**src/design/pced_defines.vh**
```
/*
 * Register offsets, field positions, reset values and widths for the
 * pin change edge interrupt block.
 * Assumes a 32-bit AXI4-Lite register bus with word-aligned registers.
 */
`ifndef PCED_DEFINES_VH
`define PCED_DEFINES_VH

`define PCED_NPINS          6
`define PCED_ADDR_W         5

`define PCED_OFF_RISE       5'h00
`define PCED_OFF_FALL       5'h04
`define PCED_OFF_FLAGS      5'h08
`define PCED_OFF_INTCTL     5'h0C
`define PCED_OFF_IRQ_STAT   5'h10
`define PCED_OFF_IRQ_MASK   5'h14

`define PCED_INTCTL_MIE     0
`define PCED_INTCTL_SUM     1
`define PCED_INTCTL_WAKE    2

`define PCED_EVT_EDGE       0
`define PCED_EVT_WAKE       1
`define PCED_EVT_W          2

`define PCED_RST_EN         6'h00
`define PCED_RST_FLAGS      6'h00
`define PCED_RST_MASK       2'h0

`define PCED_RESP_OKAY      2'h0
`define PCED_RESP_SLVERR    2'h2

`endif

```
**src/design/pced_top.v**
```verilog
/*
 * Pin change edge interrupt block: per-pin rising and falling edge
 * detection, sticky change flags, summary flag, interrupt and wake.
 * Assumes pins synchronous to aclk and an AXI4-Lite master on the bus.
 */
// The address map and the AXI4-Lite slave port are this design's own decisions.
// What this block does
// - Each pin has rising and falling detectors; rise-enable bit arms rising.
// - Fall-enable bit arms falling detection; clearing it disables falling detection.
// - Both enable bits set detect rising and falling edges together.
// - Flag sets on enabled rising edge or enabled falling edge of the pin.
// - Flagged edge raises the interrupt while master enable is set, or through its status bit when unmasked.
// - Summary flag is high whenever any per-pin change flag is set.
// - Writing zero clears a flag; a new edge during the write wins.
// - With master enable set, any set change flag (from an enabled edge) wakes the device from sleep.
// - Edges seen during sleep reach the flag register before wake-up completes.
// - Only bits five to zero exist; bits seven and six read zero.
// - Flags are software read/write and hardware set; all reset to zero.
// - Without master enable, detection and flags continue; interrupt only from unmasked status bits.
`timescale 1ns/10ps
`include "pced_defines.vh"

module pced_top (
  // Clock, reset, enable
  input  wire                      aclk,
  input  wire                      aresetn,
  input  wire                      clk_en,
  // Port pins and sleep state
  input  wire [`PCED_NPINS-1:0]    port_pin,
  input  wire                      sleep_mode,
  // AXI4-Lite write address
  input  wire [`PCED_ADDR_W-1:0]   s_axi_awaddr,
  input  wire                      s_axi_awvalid,
  output reg                       s_axi_awready,
  // AXI4-Lite write data
  input  wire [31:0]               s_axi_wdata,
  input  wire [3:0]                s_axi_wstrb,
  input  wire                      s_axi_wvalid,
  output reg                       s_axi_wready,
  // AXI4-Lite write response
  output reg  [1:0]                s_axi_bresp,
  output reg                       s_axi_bvalid,
  input  wire                      s_axi_bready,
  // AXI4-Lite read address
  input  wire [`PCED_ADDR_W-1:0]   s_axi_araddr,
  input  wire                      s_axi_arvalid,
  output reg                       s_axi_arready,
  // AXI4-Lite read data
  output reg  [31:0]               s_axi_rdata,
  output reg  [1:0]                s_axi_rresp,
  output reg                       s_axi_rvalid,
  input  wire                      s_axi_rready,
  // Interrupt and wake
  output reg                       change_irq,
  output reg                       wake_req
);

  // ----------------------------------------------------------------
  // Registers
  // ----------------------------------------------------------------
  reg  [`PCED_NPINS-1:0]  pin_sync_r;
  reg  [`PCED_NPINS-1:0]  pin_prev_r;
  reg                     pin_valid_r;
  reg  [`PCED_NPINS-1:0]  rise_edge_enable_r;
  reg  [`PCED_NPINS-1:0]  fall_edge_enable_r;
  reg  [`PCED_NPINS-1:0]  pin_change_flags_r;
  reg  [`PCED_NPINS-1:0]  pin_change_flags_nxt;
  reg                     change_int_master_enable_r;
  reg  [`PCED_EVT_W-1:0]  irq_stat_r;
  reg  [`PCED_EVT_W-1:0]  irq_stat_nxt;
  reg  [`PCED_EVT_W-1:0]  irq_mask_r;
  reg  [`PCED_ADDR_W-1:0] awaddr_r;
  reg                     aw_held_r;
  reg  [31:0]             wdata_r;
  reg  [3:0]              wstrb_r;
  reg                     w_held_r;

  wire [`PCED_NPINS-1:0]  rise_seen;
  wire [`PCED_NPINS-1:0]  fall_seen;
  wire [`PCED_NPINS-1:0]  edge_hit;
  wire                    change_summary_flag;
  wire                    wake_evt;
  wire                    wr_go;
  wire                    rd_go;
  wire [`PCED_ADDR_W-1:0] wr_addr;
  wire [31:0]             wr_data;
  wire                    wr_lane0;
  reg  [31:0]             rd_word;
  reg                     rd_ok;
  reg                     wr_ok;

  // ----------------------------------------------------------------
  // Edge detection
  // ----------------------------------------------------------------
  // sample and compare
  always @(posedge aclk) begin
    if (!aresetn) begin
      pin_sync_r  <= `PCED_RST_FLAGS;
      pin_prev_r  <= `PCED_RST_FLAGS;
      pin_valid_r <= 1'b0;
    end else if (clk_en) begin
      pin_sync_r  <= port_pin;
      pin_prev_r  <= pin_sync_r;
      pin_valid_r <= 1'b1;
    end
  end

  genvar gi;
  generate
    for (gi = 0; gi < `PCED_NPINS; gi = gi + 1) begin : g_pin
      assign rise_seen[gi] = pin_valid_r & pin_sync_r[gi] & ~pin_prev_r[gi];
      assign fall_seen[gi] = pin_valid_r & ~pin_sync_r[gi] & pin_prev_r[gi];
      assign edge_hit[gi] = (rise_seen[gi] & rise_edge_enable_r[gi]) |
                            (fall_seen[gi] & fall_edge_enable_r[gi]);
    end
  endgenerate

  assign change_summary_flag = |pin_change_flags_r;
  assign wake_evt = sleep_mode & change_int_master_enable_r & (|edge_hit);

  // ----------------------------------------------------------------
  // AXI4-Lite handshakes
  // ----------------------------------------------------------------
  assign wr_go    = aw_held_r & w_held_r & ~s_axi_bvalid;
  assign rd_go    = s_axi_arvalid & s_axi_arready;
  assign wr_addr  = awaddr_r;
  assign wr_data  = wdata_r;
  assign wr_lane0 = wstrb_r[0];

  always @* begin
    wr_ok = 1'b1;
    case (wr_addr)
      `PCED_OFF_RISE,
      `PCED_OFF_FALL,
      `PCED_OFF_FLAGS,
      `PCED_OFF_INTCTL,
      `PCED_OFF_IRQ_STAT,
      `PCED_OFF_IRQ_MASK: wr_ok = 1'b1;
      default:            wr_ok = 1'b0;
    endcase
  end

  always @* begin
    rd_word = 32'h0000_0000;
    rd_ok   = 1'b1;
    case (s_axi_araddr)
      `PCED_OFF_RISE:     rd_word[`PCED_NPINS-1:0] = rise_edge_enable_r;
      `PCED_OFF_FALL:     rd_word[`PCED_NPINS-1:0] = fall_edge_enable_r;
      `PCED_OFF_FLAGS:    rd_word[`PCED_NPINS-1:0] = pin_change_flags_r;
      `PCED_OFF_INTCTL: begin
        rd_word[`PCED_INTCTL_MIE]  = change_int_master_enable_r;
        rd_word[`PCED_INTCTL_SUM]  = change_summary_flag;
        rd_word[`PCED_INTCTL_WAKE] = wake_req;
      end
      `PCED_OFF_IRQ_STAT: rd_word[`PCED_EVT_W-1:0] = irq_stat_r;
      `PCED_OFF_IRQ_MASK: rd_word[`PCED_EVT_W-1:0] = irq_mask_r;
      default:            rd_ok = 1'b0;
    endcase
  end

  always @(posedge aclk) begin
    if (!aresetn) begin
      s_axi_awready <= 1'b0;
      s_axi_wready  <= 1'b0;
      s_axi_bvalid  <= 1'b0;
      s_axi_bresp   <= `PCED_RESP_OKAY;
      s_axi_arready <= 1'b0;
      s_axi_rvalid  <= 1'b0;
      s_axi_rresp   <= `PCED_RESP_OKAY;
      s_axi_rdata   <= 32'h0000_0000;
      aw_held_r     <= 1'b0;
      w_held_r      <= 1'b0;
      awaddr_r      <= 5'h00;
      wdata_r       <= 32'h0000_0000;
      wstrb_r       <= 4'h0;
    end else if (clk_en) begin
      s_axi_awready <= ~aw_held_r & ~s_axi_awready & s_axi_awvalid;
      if (s_axi_awvalid & s_axi_awready) begin
        aw_held_r <= 1'b1;
        awaddr_r  <= s_axi_awaddr;
      end
      s_axi_wready <= ~w_held_r & ~s_axi_wready & s_axi_wvalid;
      if (s_axi_wvalid & s_axi_wready) begin
        w_held_r <= 1'b1;
        wdata_r  <= s_axi_wdata;
        wstrb_r  <= s_axi_wstrb;
      end
      if (wr_go) begin
        s_axi_bvalid <= 1'b1;
        s_axi_bresp  <= wr_ok ? `PCED_RESP_OKAY : `PCED_RESP_SLVERR;
        aw_held_r    <= 1'b0;
        w_held_r     <= 1'b0;
      end else if (s_axi_bvalid & s_axi_bready) begin
        s_axi_bvalid <= 1'b0;
      end
      s_axi_arready <= ~s_axi_arready & ~s_axi_rvalid & s_axi_arvalid;
      if (rd_go) begin
        s_axi_rvalid <= 1'b1;
        s_axi_rdata  <= rd_word;
        s_axi_rresp  <= rd_ok ? `PCED_RESP_OKAY : `PCED_RESP_SLVERR;
      end else if (s_axi_rvalid & s_axi_rready) begin
        s_axi_rvalid <= 1'b0;
      end
    end
  end

  // ----------------------------------------------------------------
  // Flags, enables and interrupt status
  // ----------------------------------------------------------------
  always @* begin
    pin_change_flags_nxt = pin_change_flags_r;
    if (wr_go & wr_lane0 & (wr_addr == `PCED_OFF_FLAGS))
      pin_change_flags_nxt = wr_data[`PCED_NPINS-1:0];
    pin_change_flags_nxt = pin_change_flags_nxt | edge_hit;
  end

  always @* begin
    irq_stat_nxt = irq_stat_r;
    if (rd_go & (s_axi_araddr == `PCED_OFF_IRQ_STAT))
      irq_stat_nxt = {`PCED_EVT_W{1'b0}};
    irq_stat_nxt[`PCED_EVT_EDGE] = irq_stat_nxt[`PCED_EVT_EDGE] | (|edge_hit);
    irq_stat_nxt[`PCED_EVT_WAKE] = irq_stat_nxt[`PCED_EVT_WAKE] | wake_evt;
  end

  always @(posedge aclk) begin
    if (!aresetn) begin
      rise_edge_enable_r         <= `PCED_RST_EN;
      fall_edge_enable_r         <= `PCED_RST_EN;
      pin_change_flags_r         <= `PCED_RST_FLAGS;
      change_int_master_enable_r <= 1'b0;
      irq_stat_r                 <= `PCED_RST_MASK;
      irq_mask_r                 <= `PCED_RST_MASK;
      change_irq                 <= 1'b0;
      wake_req                   <= 1'b0;
    end else if (clk_en) begin
      pin_change_flags_r <= pin_change_flags_nxt;
      irq_stat_r         <= irq_stat_nxt;
      if (wr_go & wr_lane0) begin
        case (wr_addr)
          `PCED_OFF_RISE:     rise_edge_enable_r <= wr_data[`PCED_NPINS-1:0];
          `PCED_OFF_FALL:     fall_edge_enable_r <= wr_data[`PCED_NPINS-1:0];
          `PCED_OFF_INTCTL:   change_int_master_enable_r <= wr_data[`PCED_INTCTL_MIE];
          `PCED_OFF_IRQ_MASK: irq_mask_r <= wr_data[`PCED_EVT_W-1:0];
          default: ;
        endcase
      end
      change_irq <= (change_int_master_enable_r & (|pin_change_flags_nxt)) |
                    (|(irq_stat_nxt & irq_mask_r));
      wake_req <= sleep_mode & change_int_master_enable_r & (|pin_change_flags_nxt);
    end
  end

endmodule

```
**config.mk**
```make
export PLATFORM = sky130hd
export DESIGN_NAME = pced_top
export DESIGN_NICKNAME = d
export VERILOG_FILES = /design/src/design/pced_top.v
export VERILOG_INCLUDE_DIRS = /design/src /design/src/design
export SDC_FILE = /design/constraint.sdc
export NUM_CORES = 1
export LEC_CHECK = 0
export ABC_AREA = 1
export ABC_CLOCK_PERIOD_IN_PS = 4250
export BUFFER_PORTS_ARGS = -buffer_cell sky130_fd_sc_hd__buf_2
export CORE_MARGIN = 3
export CORE_UTILIZATION = 29
export CTS_BUF_LIST = sky130_fd_sc_hd__clkbuf_4
export CTS_CLUSTER_DIAMETER = 100
export CTS_CLUSTER_SIZE = 25
export DETAILED_ROUTE_END_ITERATION = 12
export PLACE_DENSITY = 0.56
export SYNTH_ARGS = -nofsm -noshare
export SYNTH_HDL_FRONTEND = slang
export SYNTH_SLANG_ARGS = --single-unit
export TNS_END_PERCENT = 50
```
**constraint.sdc**
```tcl
create_clock -name aclk -period 4.25 [get_ports aclk]
set_input_delay 0.425 -clock aclk [delete_from_list [all_inputs] [get_ports aclk]]
set_output_delay 0.425 -clock aclk [all_outputs]
set_load 0.005 [all_outputs]
```
==> results of run 1 <==
-- logic make-up (layout without fill, tap and decap cells) --
group / after synthesis / count (layout) / synth area share (%)
other: 1 / 29 / 0.1188
AND/OR/NAND/NOR: 134 / 134 / 21.25
flip-flops: 65 / 65 / 41.24
AO/OA/AOI/OAI: 124 / 124 / 21.13
buffers and inverters: 103 / 120 / 16.26
-- worst max-delay path by stage --
stage	startpoint	to
2_1_floorplan	clk_en	fall_edge_enable_r[2]$_SDFFE_PN0P_
3_3_place_gp	clk_en	fall_edge_enable_r[1]$_SDFFE_PN0P_
3_5_place_dp	clk_en	fall_edge_enable_r[1]$_SDFFE_PN0P_
4_1_cts	clk_en	fall_edge_enable_r[1]$_SDFFE_PN0P_
5_1_grt	clk_en	fall_edge_enable_r[1]$_SDFFE_PN0P_
6_report	clk_en	fall_edge_enable_r[1]$_SDFFE_PN0P_
-- per-stage QoR --
stage | area, um2 | instances | power, mW
floorplan | 3257 | 454 | 0.7460
finish | 3470 | 608 | 1.077
global placement | 3368 | 592 | 0.7613
CTS | 3467 | 607 | 1.098
global route | 3470 | 608 | 1.142
detailed placement | 3368 | 592 | 0.7640
-- critical path: cells and delay by family --
kind | cells | cell delay, ps
and+or+nand+nor | 3 | 750
buffers and inverters | 4 | 890
AOI/OAI and AO/OA | 2 | 300
-- layout by cell type (no fill, tap or decap), types with 3 or more instances in the layout --
cell,count
dfxtp_1,65
inv_1,54
nand3_1,22
a31oi_1,3
nand3b_1,5
o21ai_1,5
nand2_1,57
nor2_4,3
conb_1,28
clkbuf_4,10
nor2_1,22
nand4_1,14
buf_2,46
a21oi_1,54
clkinv_1,3
a21oi_2,4
inv_2,4
o21ai_0,47
a211oi_1,4
-- layout make-up --
cell class	instances	area [um2]	share of cell area, %
multi-input combinational	286	1443	41.58
sequential	65	1301	37.50
timing repair buffer	46	230.2	6.635
inverter	59	224.0	6.455
tap	136	170.2	4.904
clock buffer	10	75.07	2.164
clock inverter	5	23.77	0.6852
antenna	1	2.502	0.07212
-- power groups by stage --
stage / sequential [mW] / combinational, mW / clock (mW)
after CTS: 0.646 / 0.104 / 0.347
after detailed placement: 0.660 / 0.104 / 0
final: 0.647 / 0.104 / 0.327
after floorplan: 0.655 / 0.0910 / 0
after global placement: 0.660 / 0.102 / 0
after global routing: 0.650 / 0.123 / 0.370
-- sequential cells by signal, summed over array words and instances, names as in the netlist, 5 cells and up --
name                cells
s_axi_rdata             6
pin_prev_r              6
pin_change_flags_r      6
rise_edge_enable_r      6
wdata_r                 6
fall_edge_enable_r      6
awaddr_r                5
pin_sync_r              6
-- metal layers --
| layer | wire, um | global-route usage, % | vias up |
|---|---|---|---|
| met5 | 0 | 0 | - |
| met3 | 425 | 2.970 | 8 |
| met1 | 3884 | 19.60 | 1208 |
| met4 | 116 | 6.332 | 0 |
| met2 | 3188 | 18.63 | 86 |
| li1 | - | - | 1450 |
-- cell usage after synthesis --
cell type | n | area, um2
nand3b_1 | 5 | 37.54
inv_1 | 54 | 202.7
nand4_1 | 14 | 87.58
o21ai_0 | 47 | 235.2
nand2_2 | 2 | 12.51
dfxtp_1 | 65 | 1301
a41oi_1 | 1 | 8.760
nand3_4 | 1 | 17.52
nor4_1 | 1 | 6.260
conb_1 | 1 | 3.750
nand3_1 | 22 | 110.1
nand2_1 | 57 | 214.0
a21oi_2 | 4 | 35.03
nor2_4 | 3 | 33.78
o31ai_1 | 1 | 7.510
nor2_2 | 2 | 12.51
nor3_1 | 2 | 10.01
a31oi_1 | 3 | 18.77
inv_4 | 1 | 6.260
inv_2 | 4 | 15.01
nor3_4 | 1 | 16.27
o22ai_1 | 2 | 12.51
nor2_8 | 1 | 20.02
o211ai_1 | 2 | 15.01
a211oi_1 | 4 | 30.03
nor3_2 | 1 | 10.01
buf_4 | 28 | 210.2
a21oi_1 | 54 | 270.3
o21ai_1 | 5 | 25.02
buf_1 | 1 | 3.750
buf_2 | 3 | 15.01
nor2_1 | 22 | 82.58
o2111ai_1 | 1 | 8.760
clkbuf_1 | 10 | 37.54
buf_6 | 2 | 22.52
==> metrics, run 1 <==
share of power burned in registers between 60% and 70%; Distinct cells, synth 35; Num CTS Buffers 9; Worst-Skew Late Latency approximately 400 ps; layout cells sized above 1 16.56%; Die Y approximately 110 um; Final period util between 40% and 50%; Setup crit start kind input port; I/O Pins between 100 and 150; most used cell along the critical path inv_2; Pre-antenna DRT Iters 4; sequential fraction of the synthesis area between 40% and 50%; clock skew 11.42 ps; R2R Path End fall_edge_enable_r[1]$_SDFFE_PN0P_; global-route wire length before repair approximately 12000 um; CTS clk-pin slew, worst paths 90 ps; vias in the first global route approximately 2500; residual DRC count 0; initial core utilization a little under a third; htree depth 3; reg2reg path depth 9; Via density 4.526; Fin. Hold Viols 0; fin nets between 500 and 600; Root Buffer clkbuf_4; dpl ws roughly 1800 ps; post-synthesis register bit count 65; Die Width between 100 and 150 um; fin. max-slew vios 0; largest net degree at the start of global routing 44; worst hold path class input port to flip-flop; status finished, final reports clean; Hold EP pin_sync_r[1]$_SDFFE_PN0P_; reg-to-reg slack, setup between 2000 and 3000 ps; Max-slew headroom 49.93%; row cnt 37; PwrDens around 310 nW/um2; Int Power 0.7817 mW; RSZ-0062 raised after global routing false; Fin Hold WS 250.0 ps; TritonCTS clock tree yes; antenna violations before repair 1; Mapped Avg Cell Area between 7 and 8 um2; switch share a little over a quarter; Max Root-Sink Buffers 2; post-CTS resize count 0; Worst Hold Launch port_pin[1]; worst ir drop on vdd roughly 81 uV; synth-to-layout area growth 9.953%; Max Cap Viol 0; via count ~2800; GRT overflow 0; hold depth 3; fmax ~490 MHz; final worst slack approximately 2200 ps; clock share of power around 30%; Final GP Congestion approximately 0.84; Mapped Cells 427; WP data arrival 2380 ps; clk sinks 65; Worst-Margin Slew roughly 750 ps; Total Die Area around 12000 um2; setup_tns 0 ps; number of port buffers 46; YS warnings 0; drt wl/cell around 13 um; Final ANT Viol Nets 0; CP Class input port to flip-flop; initial drt markers approximately 200; fill count 1184; CP required about 4600 ps; Post-CTS Setup Bufs 0; hold-fix buffers at CTS 0; CP cell instances buf_2 > inv_4 > nor2_8 > inv_2 > nor2_4 > inv_2 > nor3_4 > o21ai_0 > a21oi_1; Critical Path Slowest Stage Cell buf_2; Post-DP HPWL 5623 um; Reg-to-Reg Start s_axi_bvalid$_SDFFE_PN0P_; aggregate global-route resource usage between 10% and 20%; Synth Cell Area 3156 um2; Final setup viols 0; Psw 0.2957 mW; CORE AREA 10460 um2; combinational share of power under 10%; DRT Wirelength around 7600 um; CP peak stage delay ~480 ps; leakage about 1.5 nW; critical path endpoint category flip-flop; fin util 33.16%; critical-path maximum fanout 30; Final min period 2051 ps
No activity file was read; power rests on OpenSTA's default activity.
==> run 2: changes to the inputs <==
--- a/config.mk
+++ b/config.mk
@@ -7,7 +7,7 @@
 export NUM_CORES = 1
 export LEC_CHECK = 0
 export ABC_AREA = 1
-export ABC_CLOCK_PERIOD_IN_PS = 4250
+export ABC_CLOCK_PERIOD_IN_PS = 1700
 export BUFFER_PORTS_ARGS = -buffer_cell sky130_fd_sc_hd__buf_2
 export CORE_MARGIN = 3
 export CORE_UTILIZATION = 29
@@ -15,7 +15,7 @@
 export CTS_CLUSTER_DIAMETER = 100
 export CTS_CLUSTER_SIZE = 25
 export DETAILED_ROUTE_END_ITERATION = 12
-export PLACE_DENSITY = 0.56
+export PLACE_DENSITY = 0.58
 export SYNTH_ARGS = -nofsm -noshare
 export SYNTH_HDL_FRONTEND = slang
 export SYNTH_SLANG_ARGS = --single-unit
==> constraint.sdc (replaced) <==
create_clock -name aclk -period 1.7 [get_ports aclk]
set_input_delay 0.17 -clock aclk [delete_from_list [all_inputs] [get_ports aclk]]
set_output_delay 0.17 -clock aclk [all_outputs]
set_load 0.005 [all_outputs]
==> metrics, run 2 (synthesis gave the netlist of run 1 again) <==
status finished, final reports clean; Num CTS Buffers 9; WP data arrival between 1500 and 2000 ps; leakage about 1.6 nW; Max Root-Sink Buffers 2; clock skew 11.62 ps; ANT cells 0; Final ANT Viol Nets 0; layout cells sized above 1 18.46%; initial drt markers ~170; aggregate global-route resource usage 13.43%; antenna violations before repair 0; Max Cap Viol 0; Pre-antenna DRT Iters 4; Final setup viols 0; Die Y about 110 um; most common cell after layout, fill and taps aside dfxtp_1; reg-to-reg slack, setup 180 ps; clk sinks 65; Setup crit start kind flip-flop; Fin. Hold Viols 0; residual DRC count 0; setup_tns 0 ps; drt wl/cell ~13 um; GRT overflow 0; fin util roughly 34%; TritonCTS clock tree yes; fin nets ~540; CTS clk-pin slew, worst paths 110 ps; reg2reg path depth 10; Final min period between 1500 and 2000 ps; RSZ-0062 raised after global routing false; Root Buffer clkbuf_4; critical-path maximum fanout 5; CP required roughly 2000 ps; global-route wire length before repair around 13000 um; fin. max-slew vios 0; row cnt 37; I/O Pins 104; most frequent cells in the layout 65 x dfxtp_1, 57 x nand2_1, 54 x inv_1, 54 x a21oi_1, 47 x o21ai_0; Total Die Area approximately 12000 um2; Worst-Skew Late Latency 410 ps; critical path endpoint category flip-flop; htree depth 3; vias in the first global route 2673; final instance area roughly 3600 um2; Die Width between 100 and 150 um; initial core utilization 30.16%; Reg-to-Reg Start awaddr_r[4]$_SDFFE_PN0P_; hold depth 4; Post-DP HPWL 5870 um; largest net degree at the start of global routing 29; synth-to-layout area growth 12.89%; worst hold path class input port to flip-flop; R2R Path End wake_req$_SDFFE_PN0P_; Worst Hold Launch s_axi_rready; Hold EP s_axi_rvalid$_SDFFE_PN0P_; Fin Hold WS between 15 and 20 ps; Via density approximately 4.7; number of port buffers between 40 and 50; CP Class flip-flop to flip-flop; Final GP Congestion slightly above 0.8; DRT Wirelength slightly below 8000 um; total power roughly 2.7 mW; via count 2916; fmax roughly 660 MHz; Final period util 89.20%; CORE AREA around 10000 um2; placed cell areas between 3000 and 4000 um2; worst ir drop on vdd between 200 and 300 uV; PwrDens between 700 and 800 nW/um2
run 2: cell types whose count changed in the layout (fill, tap and decap cells not counted), sizes merged:
cell         delta
buf            +10
clkbuf          +1
clkinvlp        -1
diode           -1
dlygate4sd3     +1
run 2: how the worst max path moves through the flow:
stage               slack (ps)                       to  cells after the start                      from
floorplan                  370    wake_req$_SDFFE_PN0P_                     10  awaddr_r[4]$_SDFFE_PN0P_
global placement           160    wake_req$_SDFFE_PN0P_                     10  awaddr_r[2]$_SDFFE_PN0P_
detailed placement         100    wake_req$_SDFFE_PN0P_                     10  awaddr_r[2]$_SDFFE_PN0P_
CTS                         80    wake_req$_SDFFE_PN0P_                     10  awaddr_r[2]$_SDFFE_PN0P_
global route                10  change_irq$_SDFFE_PN0P_                     10  awaddr_r[1]$_SDFFE_PN0P_
finish                     180    wake_req$_SDFFE_PN0P_                     10  awaddr_r[4]$_SDFFE_PN0P_
run 2: what timing repair did:
action                                 in CTS  in global routing
endpoints found under the hold margin       1                  0
resized for setup                           0                  1
setup endpoints to repair                   0                  2
hold buffers                                1                  0
setup buffers                               0                  2
run 2: final cells by class:
| cell class | count | area [um2] |
|---|---|---|
| well taps | 136 | 170.2 |
| clock buffers | 11 | 82.58 |
| flip-flops and latches | 65 | 1301 |
| multi-input cells | 286 | 1448 |
| fillers | 1141 | 6900 |
| repair buffers | 57 | 315.3 |
| clock inverters | 4 | 21.27 |
| inverters | 59 | 224.0 |
run 2: through the flow:
step | cells | setup WS, ps
after floorplan | 454 | 365.4
final | 618 | 183.6
after global routing | 618 | 10.23
after global placement | 600 | 156.5
after detailed placement | 600 | 103.3
after CTS | 616 | 79.82
run 2: layer usage:
metal  routed length (um)  GRT usage [%]  vias up
li1                     -              -     1477
met3                  592          4.135       10
met2                 3315          20.36      101
met1                 3728          18.25     1328
met4                  112          4.222        0
met5                    0              0        -
run 2: worst max-delay path: stages, from the launching register on:
cell      delay, ps
dfxtp_1         450
inv_2            90
nand2_2          80
nor2_4           50
buf_4           150
nand3_1          80
nand3b_1        100
nor2_1          130
nand3_1         140
nand2_1          90
a21oi_1          60
run 2: power by group:
group	internal (mW)	switching (mW)
combinational	0.0995	0.176
sequential	1.57	0.0377
clock	0.317	0.540
